`config.mk`:
```
export PLATFORM = sky130hd
export DESIGN_NAME = eas_top
export DESIGN_NICKNAME = d
export VERILOG_FILES = /design/src/verilog/eas_pkg.sv /design/src/verilog/eas_top.sv
export SDC_FILE = /design/constraint.sdc
export NUM_CORES = 1
export LEC_CHECK = 0
export BUFFER_PORTS_ARGS = -buffer_cell sky130_fd_sc_hd__buf_2
export CAP_MARGIN = 20
export CORE_MARGIN = 2
export CORE_UTILIZATION = 55
export CTS_BUF_LIST = sky130_fd_sc_hd__clkbuf_4 sky130_fd_sc_hd__clkbuf_8 sky130_fd_sc_hd__clkbuf_16
export CTS_CLUSTER_SIZE = 25
export DETAILED_ROUTE_END_ITERATION = 16
export GPL_ROUTABILITY_DRIVEN = 1
export GPL_TIMING_DRIVEN = 0
export PLACE_DENSITY_LB_ADDON = 0.15
export SYNTH_ARGS = -nofsm -noshare
export SYNTH_HDL_FRONTEND = slang
export SYNTH_SLANG_ARGS = --single-unit
```
`constraint.sdc`:
```
create_clock -name mclk -period 4.21 [get_ports mclk]
set_input_delay 0.6315 -clock mclk [delete_from_list [all_inputs] [get_ports mclk]]
set_output_delay 0.6315 -clock mclk [all_outputs]
set_load 0.03 [all_outputs]
```
`src/verilog/eas_pkg.sv`:
```
// Constants and types for the event/action sequencer.
// Assumes one 100 MHz clock and a scan tick derived inside the block.
// Overview of operation
// - A true current event runs its action, then the next pair is tested.
// - Only one event condition is tested at any time.
// - A false event does nothing; the same event is retried next scan.
// - On start only the first event is tested each scan until it is true.
// - Zero to twenty pairs are kept in indexed event and action arrays.
// - After the last programmed action the sequence wraps to the first.
// - Event codes: 0 false, 1 true, 4 at reference, 30 timer 0 expired.
// - Action codes: 1 none, 10 preset 0, 11 preset 1, 29 start timer 0.
// - Timer 0 has a set length; start arms it, expiry makes its event true.
// - The sequencer runs only while its global enable is on.
// - A start/stop input stop ramps the motor down, then coasts free.
package eas_pkg;
   localparam int MAX_PAIRS = 20;
   localparam int CODE_W = 8;
   localparam int IDX_W = 5;
   localparam int TMR_W = 32;
   // Event codes
   localparam logic [7:0] EV_FALSE = 8'h00;
   localparam logic [7:0] EV_TRUE = 8'h01;
   localparam logic [7:0] EV_ON_REF = 8'h04;
   localparam logic [7:0] EV_TIMEOUT0 = 8'h1e;
   // Action codes
   localparam logic [7:0] ACT_NONE = 8'h01;
   localparam logic [7:0] ACT_PRESET0 = 8'h0a;
   localparam logic [7:0] ACT_PRESET1 = 8'h0b;
   localparam logic [7:0] ACT_TIMER0 = 8'h1d;
   // Digital input function codes
   localparam logic [3:0] DI_NOOP = 4'h0;
   localparam logic [3:0] DI_STOP_INV = 4'h6;
   localparam logic [3:0] DI_START = 4'h8;
   localparam logic [3:0] DI_LATCH_START = 4'h9;
   // Scan interval and register map
   localparam int CLK_HZ = 100_000_000;
   localparam int SCAN_US = 1000;
   localparam int SCAN_CYC = SCAN_US * (CLK_HZ / 1_000_000);
   localparam logic [7:0] A_CTRL = 8'h00;
   localparam logic [7:0] A_STATUS = 8'h04;
   localparam logic [7:0] A_TMR0 = 8'h08;
   localparam logic [7:0] A_DI_FUNC = 8'h0c;
   localparam logic [7:0] A_EVENT0 = 8'h40;
   localparam logic [7:0] A_ACTION0 = 8'ha0;
   localparam logic [3:0] DI18_RST = 4'h8;
   localparam logic [3:0] DI27_RST = 4'h0;
   typedef enum logic [1:0] {
      MOT_FREE = 2'b00,
      MOT_RUN = 2'b01,
      MOT_RAMPDN = 2'b10
   } eas_motor_t;
endpackage

```
`src/verilog/eas_top.sv`:
```
// Event/action sequencer with timer 0 and start/stop handling.
// Assumes synchronous digital inputs and a simple strobe register port.
`timescale 1ns/1ns
`default_nettype none
module eas_top #(
   parameter int SCAN_CYCLES = eas_pkg::SCAN_CYC
) (
   input wire logic mclk,
   input wire logic arst_n,
   input wire logic [7:0] addr,
   input wire logic [31:0] wdata,
   input wire logic wr_en,
   input wire logic rd_en,
   output logic [31:0] rdata,
   input wire logic di_start,
   input wire logic di_stop,
   input wire logic at_reference,
   input wire logic ramp_done,
   output logic preset_sel,
   output logic run_cmd,
   output logic ramp_down,
   output logic coast,
   output logic action_pulse
);
   localparam logic [4:0] LAST = 5'(eas_pkg::MAX_PAIRS - 1);

   logic enable_q;
   logic [4:0] npairs_q;
   logic [31:0] tmr0_len_q;
   logic [3:0] di18_q, di27_q;
   logic [7:0] ev_mem [eas_pkg::MAX_PAIRS];
   logic [7:0] act_mem [eas_pkg::MAX_PAIRS];
   logic [4:0] ptr_q;
   logic [31:0] scan_cnt_q;
   logic scan_tick_q;
   logic [31:0] tmr0_cnt_q;
   logic tmr0_run_q, tmr0_exp_q;
   logic ev_true;
   logic fire;
   logic [7:0] cur_act;
   logic start_lvl_q, start_latch_q;
   logic stop_req;
   eas_pkg::eas_motor_t mot_q;
   logic [31:0] rd_d;
   logic wr_ev, wr_act;
   logic [7:0] ev_off, act_off;
   logic ev_hit, act_hit;

   // Below its base an array offset wraps high, so it never hits
   assign ev_off = addr - eas_pkg::A_EVENT0;
   assign act_off = addr - eas_pkg::A_ACTION0;
   assign ev_hit = ev_off[7:2] < 6'(eas_pkg::MAX_PAIRS);
   assign act_hit = act_off[7:2] < 6'(eas_pkg::MAX_PAIRS);
   assign wr_ev = wr_en && ev_hit;
   assign wr_act = wr_en && act_hit;

   // Control registers
   always_ff @(posedge mclk or negedge arst_n) begin
      if (!arst_n) begin
         enable_q <= 1'b0;
         npairs_q <= 5'h00;
         tmr0_len_q <= 32'h0000_0000;
         di18_q <= eas_pkg::DI18_RST;
         di27_q <= eas_pkg::DI27_RST;
      end else if (wr_en) begin
         if (addr == eas_pkg::A_CTRL) begin
            enable_q <= wdata[0];
            // Counts above twenty are clamped
            npairs_q <= (wdata[12:8] > 5'(eas_pkg::MAX_PAIRS)) ?
                        5'(eas_pkg::MAX_PAIRS) : wdata[12:8];
         end
         if (addr == eas_pkg::A_TMR0)
            tmr0_len_q <= wdata;
         if (addr == eas_pkg::A_DI_FUNC) begin
            di18_q <= wdata[3:0];
            di27_q <= wdata[7:4];
         end
      end
   end

   // Pair arrays; no reset, software programs them before enabling
   always_ff @(posedge mclk) begin
      if (wr_ev)
         ev_mem[ev_off[6:2]] <= wdata[7:0];
      if (wr_act)
         act_mem[act_off[6:2]] <= wdata[7:0];
   end

   // Scan interval divider
   always_ff @(posedge mclk or negedge arst_n) begin
      if (!arst_n) begin
         scan_cnt_q <= 32'h0000_0000;
         scan_tick_q <= 1'b0;
      end else if (scan_cnt_q >= 32'(SCAN_CYCLES - 1)) begin
         scan_cnt_q <= 32'h0000_0000;
         scan_tick_q <= 1'b1;
      end else begin
         scan_cnt_q <= scan_cnt_q + 32'h0000_0001;
         scan_tick_q <= 1'b0;
      end
   end

   // Only the current pair's event is decoded
   always_comb begin
      unique case (ev_mem[ptr_q])
         eas_pkg::EV_TRUE: ev_true = 1'b1;
         eas_pkg::EV_ON_REF: ev_true = at_reference;
         eas_pkg::EV_TIMEOUT0: ev_true = tmr0_exp_q;
         default: ev_true = 1'b0;
      endcase
   end

   assign fire = enable_q && scan_tick_q && npairs_q != 5'h00 &&
                 ev_true;
   assign cur_act = act_mem[ptr_q];

   // Pair pointer
   always_ff @(posedge mclk or negedge arst_n) begin
      if (!arst_n)
         ptr_q <= 5'h00;
      else if (!enable_q)
         ptr_q <= 5'h00;
      else if (fire) begin
         if (ptr_q >= npairs_q - 5'h01 || ptr_q == LAST)
            ptr_q <= 5'h00;
         else
            ptr_q <= ptr_q + 5'h01;
      end
   end

   // Actions
   always_ff @(posedge mclk or negedge arst_n) begin
      if (!arst_n) begin
         preset_sel <= 1'b0;
         action_pulse <= 1'b0;
      end else begin
         action_pulse <= fire;
         if (fire) begin
            unique case (cur_act)
               eas_pkg::ACT_PRESET0: preset_sel <= 1'b0;
               eas_pkg::ACT_PRESET1: preset_sel <= 1'b1;
               default: preset_sel <= preset_sel;
            endcase
         end
      end
   end

   // Timer 0
   always_ff @(posedge mclk or negedge arst_n) begin
      if (!arst_n) begin
         tmr0_cnt_q <= 32'h0000_0000;
         tmr0_run_q <= 1'b0;
         tmr0_exp_q <= 1'b0;
      end else if (fire && cur_act == eas_pkg::ACT_TIMER0) begin
         tmr0_cnt_q <= tmr0_len_q;
         tmr0_run_q <= 1'b1;
         tmr0_exp_q <= 1'b0;
      end else if (tmr0_run_q) begin
         if (tmr0_cnt_q == 32'h0000_0000) begin
            tmr0_run_q <= 1'b0;
            tmr0_exp_q <= 1'b1;
         end else
            tmr0_cnt_q <= tmr0_cnt_q - 32'h0000_0001;
      end
   end

   // Start/stop inputs
   assign stop_req = (di18_q == eas_pkg::DI_START && !di_start) ||
                     (di27_q == eas_pkg::DI_STOP_INV && !di_stop);
   always_ff @(posedge mclk or negedge arst_n) begin
      if (!arst_n) begin
         start_lvl_q <= 1'b0;
         start_latch_q <= 1'b0;
      end else begin
         start_lvl_q <= di_start;
         if (stop_req)
            start_latch_q <= 1'b0;
         else if (di18_q == eas_pkg::DI_LATCH_START && di_start &&
                  !start_lvl_q)
            start_latch_q <= 1'b1;
      end
   end

   // Motor state
   always_ff @(posedge mclk or negedge arst_n) begin
      if (!arst_n)
         mot_q <= eas_pkg::MOT_FREE;
      else begin
         unique case (mot_q)
            eas_pkg::MOT_FREE:
               if (!stop_req && ((di18_q == eas_pkg::DI_START && di_start) ||
                   start_latch_q))
                  mot_q <= eas_pkg::MOT_RUN;
            eas_pkg::MOT_RUN:
               if (stop_req || (di18_q == eas_pkg::DI_LATCH_START &&
                   !start_latch_q))
                  mot_q <= eas_pkg::MOT_RAMPDN;
            eas_pkg::MOT_RAMPDN:
               if (ramp_done)
                  mot_q <= eas_pkg::MOT_FREE;
            default: mot_q <= eas_pkg::MOT_FREE;
         endcase
      end
   end

   always_ff @(posedge mclk or negedge arst_n) begin
      if (!arst_n) begin
         run_cmd <= 1'b0;
         ramp_down <= 1'b0;
         coast <= 1'b1;
      end else begin
         run_cmd <= mot_q == eas_pkg::MOT_RUN;
         ramp_down <= mot_q == eas_pkg::MOT_RAMPDN;
         coast <= mot_q == eas_pkg::MOT_FREE;
      end
   end

   // Read port
   always_comb begin
      rd_d = 32'h0000_0000;
      if (addr == eas_pkg::A_CTRL)
         rd_d = {19'h0_0000, npairs_q, 7'h00, enable_q};
      else if (addr == eas_pkg::A_STATUS)
         rd_d = {20'h0_0000, mot_q, tmr0_exp_q, tmr0_run_q, preset_sel,
                 2'b00, ptr_q};
      else if (addr == eas_pkg::A_TMR0)
         rd_d = tmr0_len_q;
      else if (addr == eas_pkg::A_DI_FUNC)
         rd_d = {24'h00_0000, di27_q, di18_q};
      else if (ev_hit)
         rd_d = {24'h00_0000, ev_mem[ev_off[6:2]]};
      else if (act_hit)
         rd_d = {24'h00_0000, act_mem[act_off[6:2]]};
   end

   always_ff @(posedge mclk or negedge arst_n) begin
      if (!arst_n)
         rdata <= 32'h0000_0000;
      else if (rd_en)
         rdata <= rd_d;
      else
         rdata <= 32'h0000_0000;
   end
endmodule
`default_nettype wire
```
==> impl_metrics.ini <==
[run_status]
status = finished clean

[detailed_routing]
wl_per_cell_um = 27.4
via_count = 13700
via_per_inst = 6.41
drt_pass1_iterations = 5
drt_iter0_drc = 1597
drt_wl_total_um = 58500
route.detailed.drc = 0
antenna_left = 0

[global_route]
grt_pass1_vias = 13700
grt_first_pass_wirelength_um = 86000
overflow = 0
grt_max_degree = 88
grt_usage = 0.286
antenna_found_initial = 1

[synthesis]
synthTopCellsByCount = edfxtp_1 (320), dfrtp_1 (157), mux4_2 (130)
ys_types = 77
synth.top_cell.area_share = 0.438
yosysSeqAreaShare = 0.620
syn_area_um2 = 21900
synth_most_common_cell = edfxtp_1
synthTopCellsByArea = edfxtp_1 (44%), dfrtp_1 (18%), mux4_2 (13%)
netlist.top_cell.by_area = edfxtp_1
synth_async_sr_flop_share = 0.332
synthCells = 1409
avgSynthCellArea_um2 = 15.6
synth_ff_type = edfxtp_1
yosys_warnings = 0
synth_edf_count = 320
ys_ff_latch = 479

[clocking]
cts_tree = yes
h-tree-depth = 2
path_clk_slew_ns = 0.06
clockBufferDepth = 3
clockRootBuffer = clkbuf_16
cts_hold_buf = 0
cts_made_buffers = 51
insertion_delay_ns = 0.61
clock-sinks = 479

[placed_design]
detailed_place_hpwl_um = 40400
place.gp.congestion = 0.948
preCtsSetupSlack_ns = -0.859
io_buffers = 80
dpl_cell_area_um2 = 23100

[final_layout]
design_area_um2 = 25000
final_nets = 1629
drive_gt1_frac = 0.274
n_fill_cell = 2927
area_growth_pct = 13.9

[worst_setup_path]
cp_max_fo = 10
critPathMaxStageDelay_ns = 0.67
crit_buf_inv = 5
cp.arrival_ns = 4.33
regToRegSetupSlack_ns = 0.27
cp-end-kind = register
start_kind = input port
crit_type = in2reg
path_cells = buf_1 > clkbuf_2 > buf_1 > clkbuf_1 > clkbuf_1 > nand4_1 > nor2_2
cp.required_ns = 4.45
cp_slowest_cell = nor2_2
critPathTopFamily = buffers and inverters

[min_path]
hold_path.class = in2async

[pwr]
switchingPower_mw = 2.20
clkPwrFrac = 0.450
power_frac_comb = 0.053
internal_power_mw = 8.14
swShare = 0.213
power.total_mw = 10.3
p_leak_nw = 9.38
p_per_area_nw_per_um2 = 414
peakVddDrop_uv = 323
power_frac_seq = 0.497

[sta]
worstMarginPinSlew_ns = 1.15
period_needed_ns = 4.09
setup_viol = 0
finalClockSkew_ns = 0.0287
maxSlewHeadroom = 0.233
fin_ws_ns = 0.115
clock.fmax_ghz = 0.244
slew_viol_final = 0
fin_crit_sh = 0.973
rsz0062_at_grt = false
final_hold_viol_count = 0
totalNegativeSetupSlack_ns = 0

[floorplan]
ios = 85
die_y_um = 204
start_util = 0.554
die_w_um = 204
num_rows = 73
dieArea_um2 = 41500
core_um2 = 39500

[run]
cap_violations = 0
[state kept, by name, summed over array words and instances, names as in the netlist, 5 cells and up]
| name | flops |
|---|---|
| act_mem | 160 |
| ev_mem | 160 |
| npairs_q | 5 |
| ptr_q | 5 |
| rdata | 32 |
| scan_cnt_q | 32 |
| tmr0_cnt_q | 32 |
| tmr0_len_q | 32 |
[layout by cell type (no fill, tap or decap), types with 13 or more instances in the layout]
| master | count |
|---|---|
| clkbuf_1 | 26 |
| mux4_2 | 130 |
| mux2_4 | 20 |
| inv_1 | 17 |
| conb_1 | 15 |
| a21oi_1 | 31 |
| mux2i_1 | 38 |
| nor4_1 | 26 |
| mux2_2 | 56 |
| ha_1 | 15 |
| o21ai_0 | 33 |
| dfrtp_1 | 157 |
| buf_1 | 13 |
| xnor2_1 | 20 |
| nor2_1 | 105 |
| nand3_1 | 21 |
| nand2_1 | 80 |
| and2_1 | 22 |
| buf_2 | 92 |
| clkbuf_16 | 54 |
| xor2_1 | 27 |
| nor3_1 | 38 |
| edfxtp_1 | 320 |
[through the flow]
step | util | hold WS (ns) | std cells
2_1_floorplan | - | 0.336 | 1423
3_3_place_gp | 0.582 | 0.483 | 2028
3_5_place_dp | 0.584 | 0.490 | 2031
5_1_grt | 0.632 | 0.150 | 2132
6_report | 0.632 | 0.106 | 2133
4_1_cts | 0.629 | 0.107 | 2125
[kinds of logic (layout without fill, tap and decap cells)]
family | count (synthesis) | in the layout | synth area share
AND/OR/NAND/NOR | 381 | 381 | 0.0867
multiplexers | 256 | 256 | 0.202
buffers and inverters | 89 | 273 | 0.0208
adder cells (fa/ha/maj) | 15 | 15 | 0.00856
flip-flops | 479 | 479 | 0.620
AO/OA/AOI/OAI | 141 | 141 | 0.0429
other | 1 | 16 | 0.000171
XOR/XNOR | 47 | 47 | 0.0188
[cell type report]
class | instances | area, µm² | share of cell area
Multi-Input combinational cell | 855 | 7960 | 0.318
Antenna cell | 1 | 2.50 | 0.000100
Buffer | 69 | 383 | 0.0153
Timing Repair Buffer | 90 | 563 | 0.0225
Clock inverter | 25 | 268 | 0.0107
Tap cell | 525 | 657 | 0.0263
Inverter | 20 | 75.1 | 0.00300
Sequential cell | 479 | 13600 | 0.544
Clock buffer | 69 | 1490 | 0.0596
[repair_timing]
item                       CTS  global route
gates resized for setup      5             7
setup buffers                0             2
gates cloned                 0             0
setup endpoints to repair   65           108
pin swaps                    1             1
[power by group through the flow]
stage	Clock [mW]	Combinational [mW]	Sequential, mW
2_1_floorplan	0	0.268	5.24
3_3_place_gp	0	0.518	5.23
3_5_place_dp	0	0.531	5.23
4_1_cts	4.71	0.533	5.14
5_1_grt	4.90	0.578	5.14
6_report	4.65	0.543	5.14
[worst register-to-register path, stage by stage, from the launching register on]
cell	delay, ns
dfrtp_1	0.46
buf_6	0.23
buf_2	0.39
buf_2	0.43
buf_2	0.39
mux4_2	0.38
o21ai_0	0.22
nand4_1	0.24
nor4b_4	0.39
buf_12	0.18
buf_6	0.16
mux2_1	0.35
[metal layers]
| metal | wire (µm) | share of wire | vias to the layer above | GRT usage |
|---|---|---|---|---|
| li1 | - | - | 5825 | - |
| met1 | 22600 | 0.39 | 6917 | 0.385 |
| met2 | 27600 | 0.47 | 765 | 0.449 |
| met3 | 5650 | 0.097 | 154 | 0.0638 |
| met4 | 2610 | 0.045 | 2 | 0.136 |
| met5 | 13 | 0.00022 | - | 0 |
[worst paths after layout]
path | from | to | cells after the start
setup / recovery | addr[3] | ev_mem[3][5]$_DFFE_PP_ | 7
hold / removal | arst_n | rdata[15]$_DFF_PN0_ | 1
setup reg to reg | ptr_q[1]$_DFFE_PN0P_ | tmr0_cnt_q[25]$_DFFE_PN0P_ | 11
hold reg to reg | scan_cnt_q[0]$_DFF_PN0_ | scan_cnt_q[0]$_DFF_PN0_ | 1
max in group asynchronous | arst_n | coast$_DFF_PN1_ | 2
min in group mclk | di_start | start_lvl_q$_DFF_PN0_ | 1
Power figures use the tool's default switching activity.
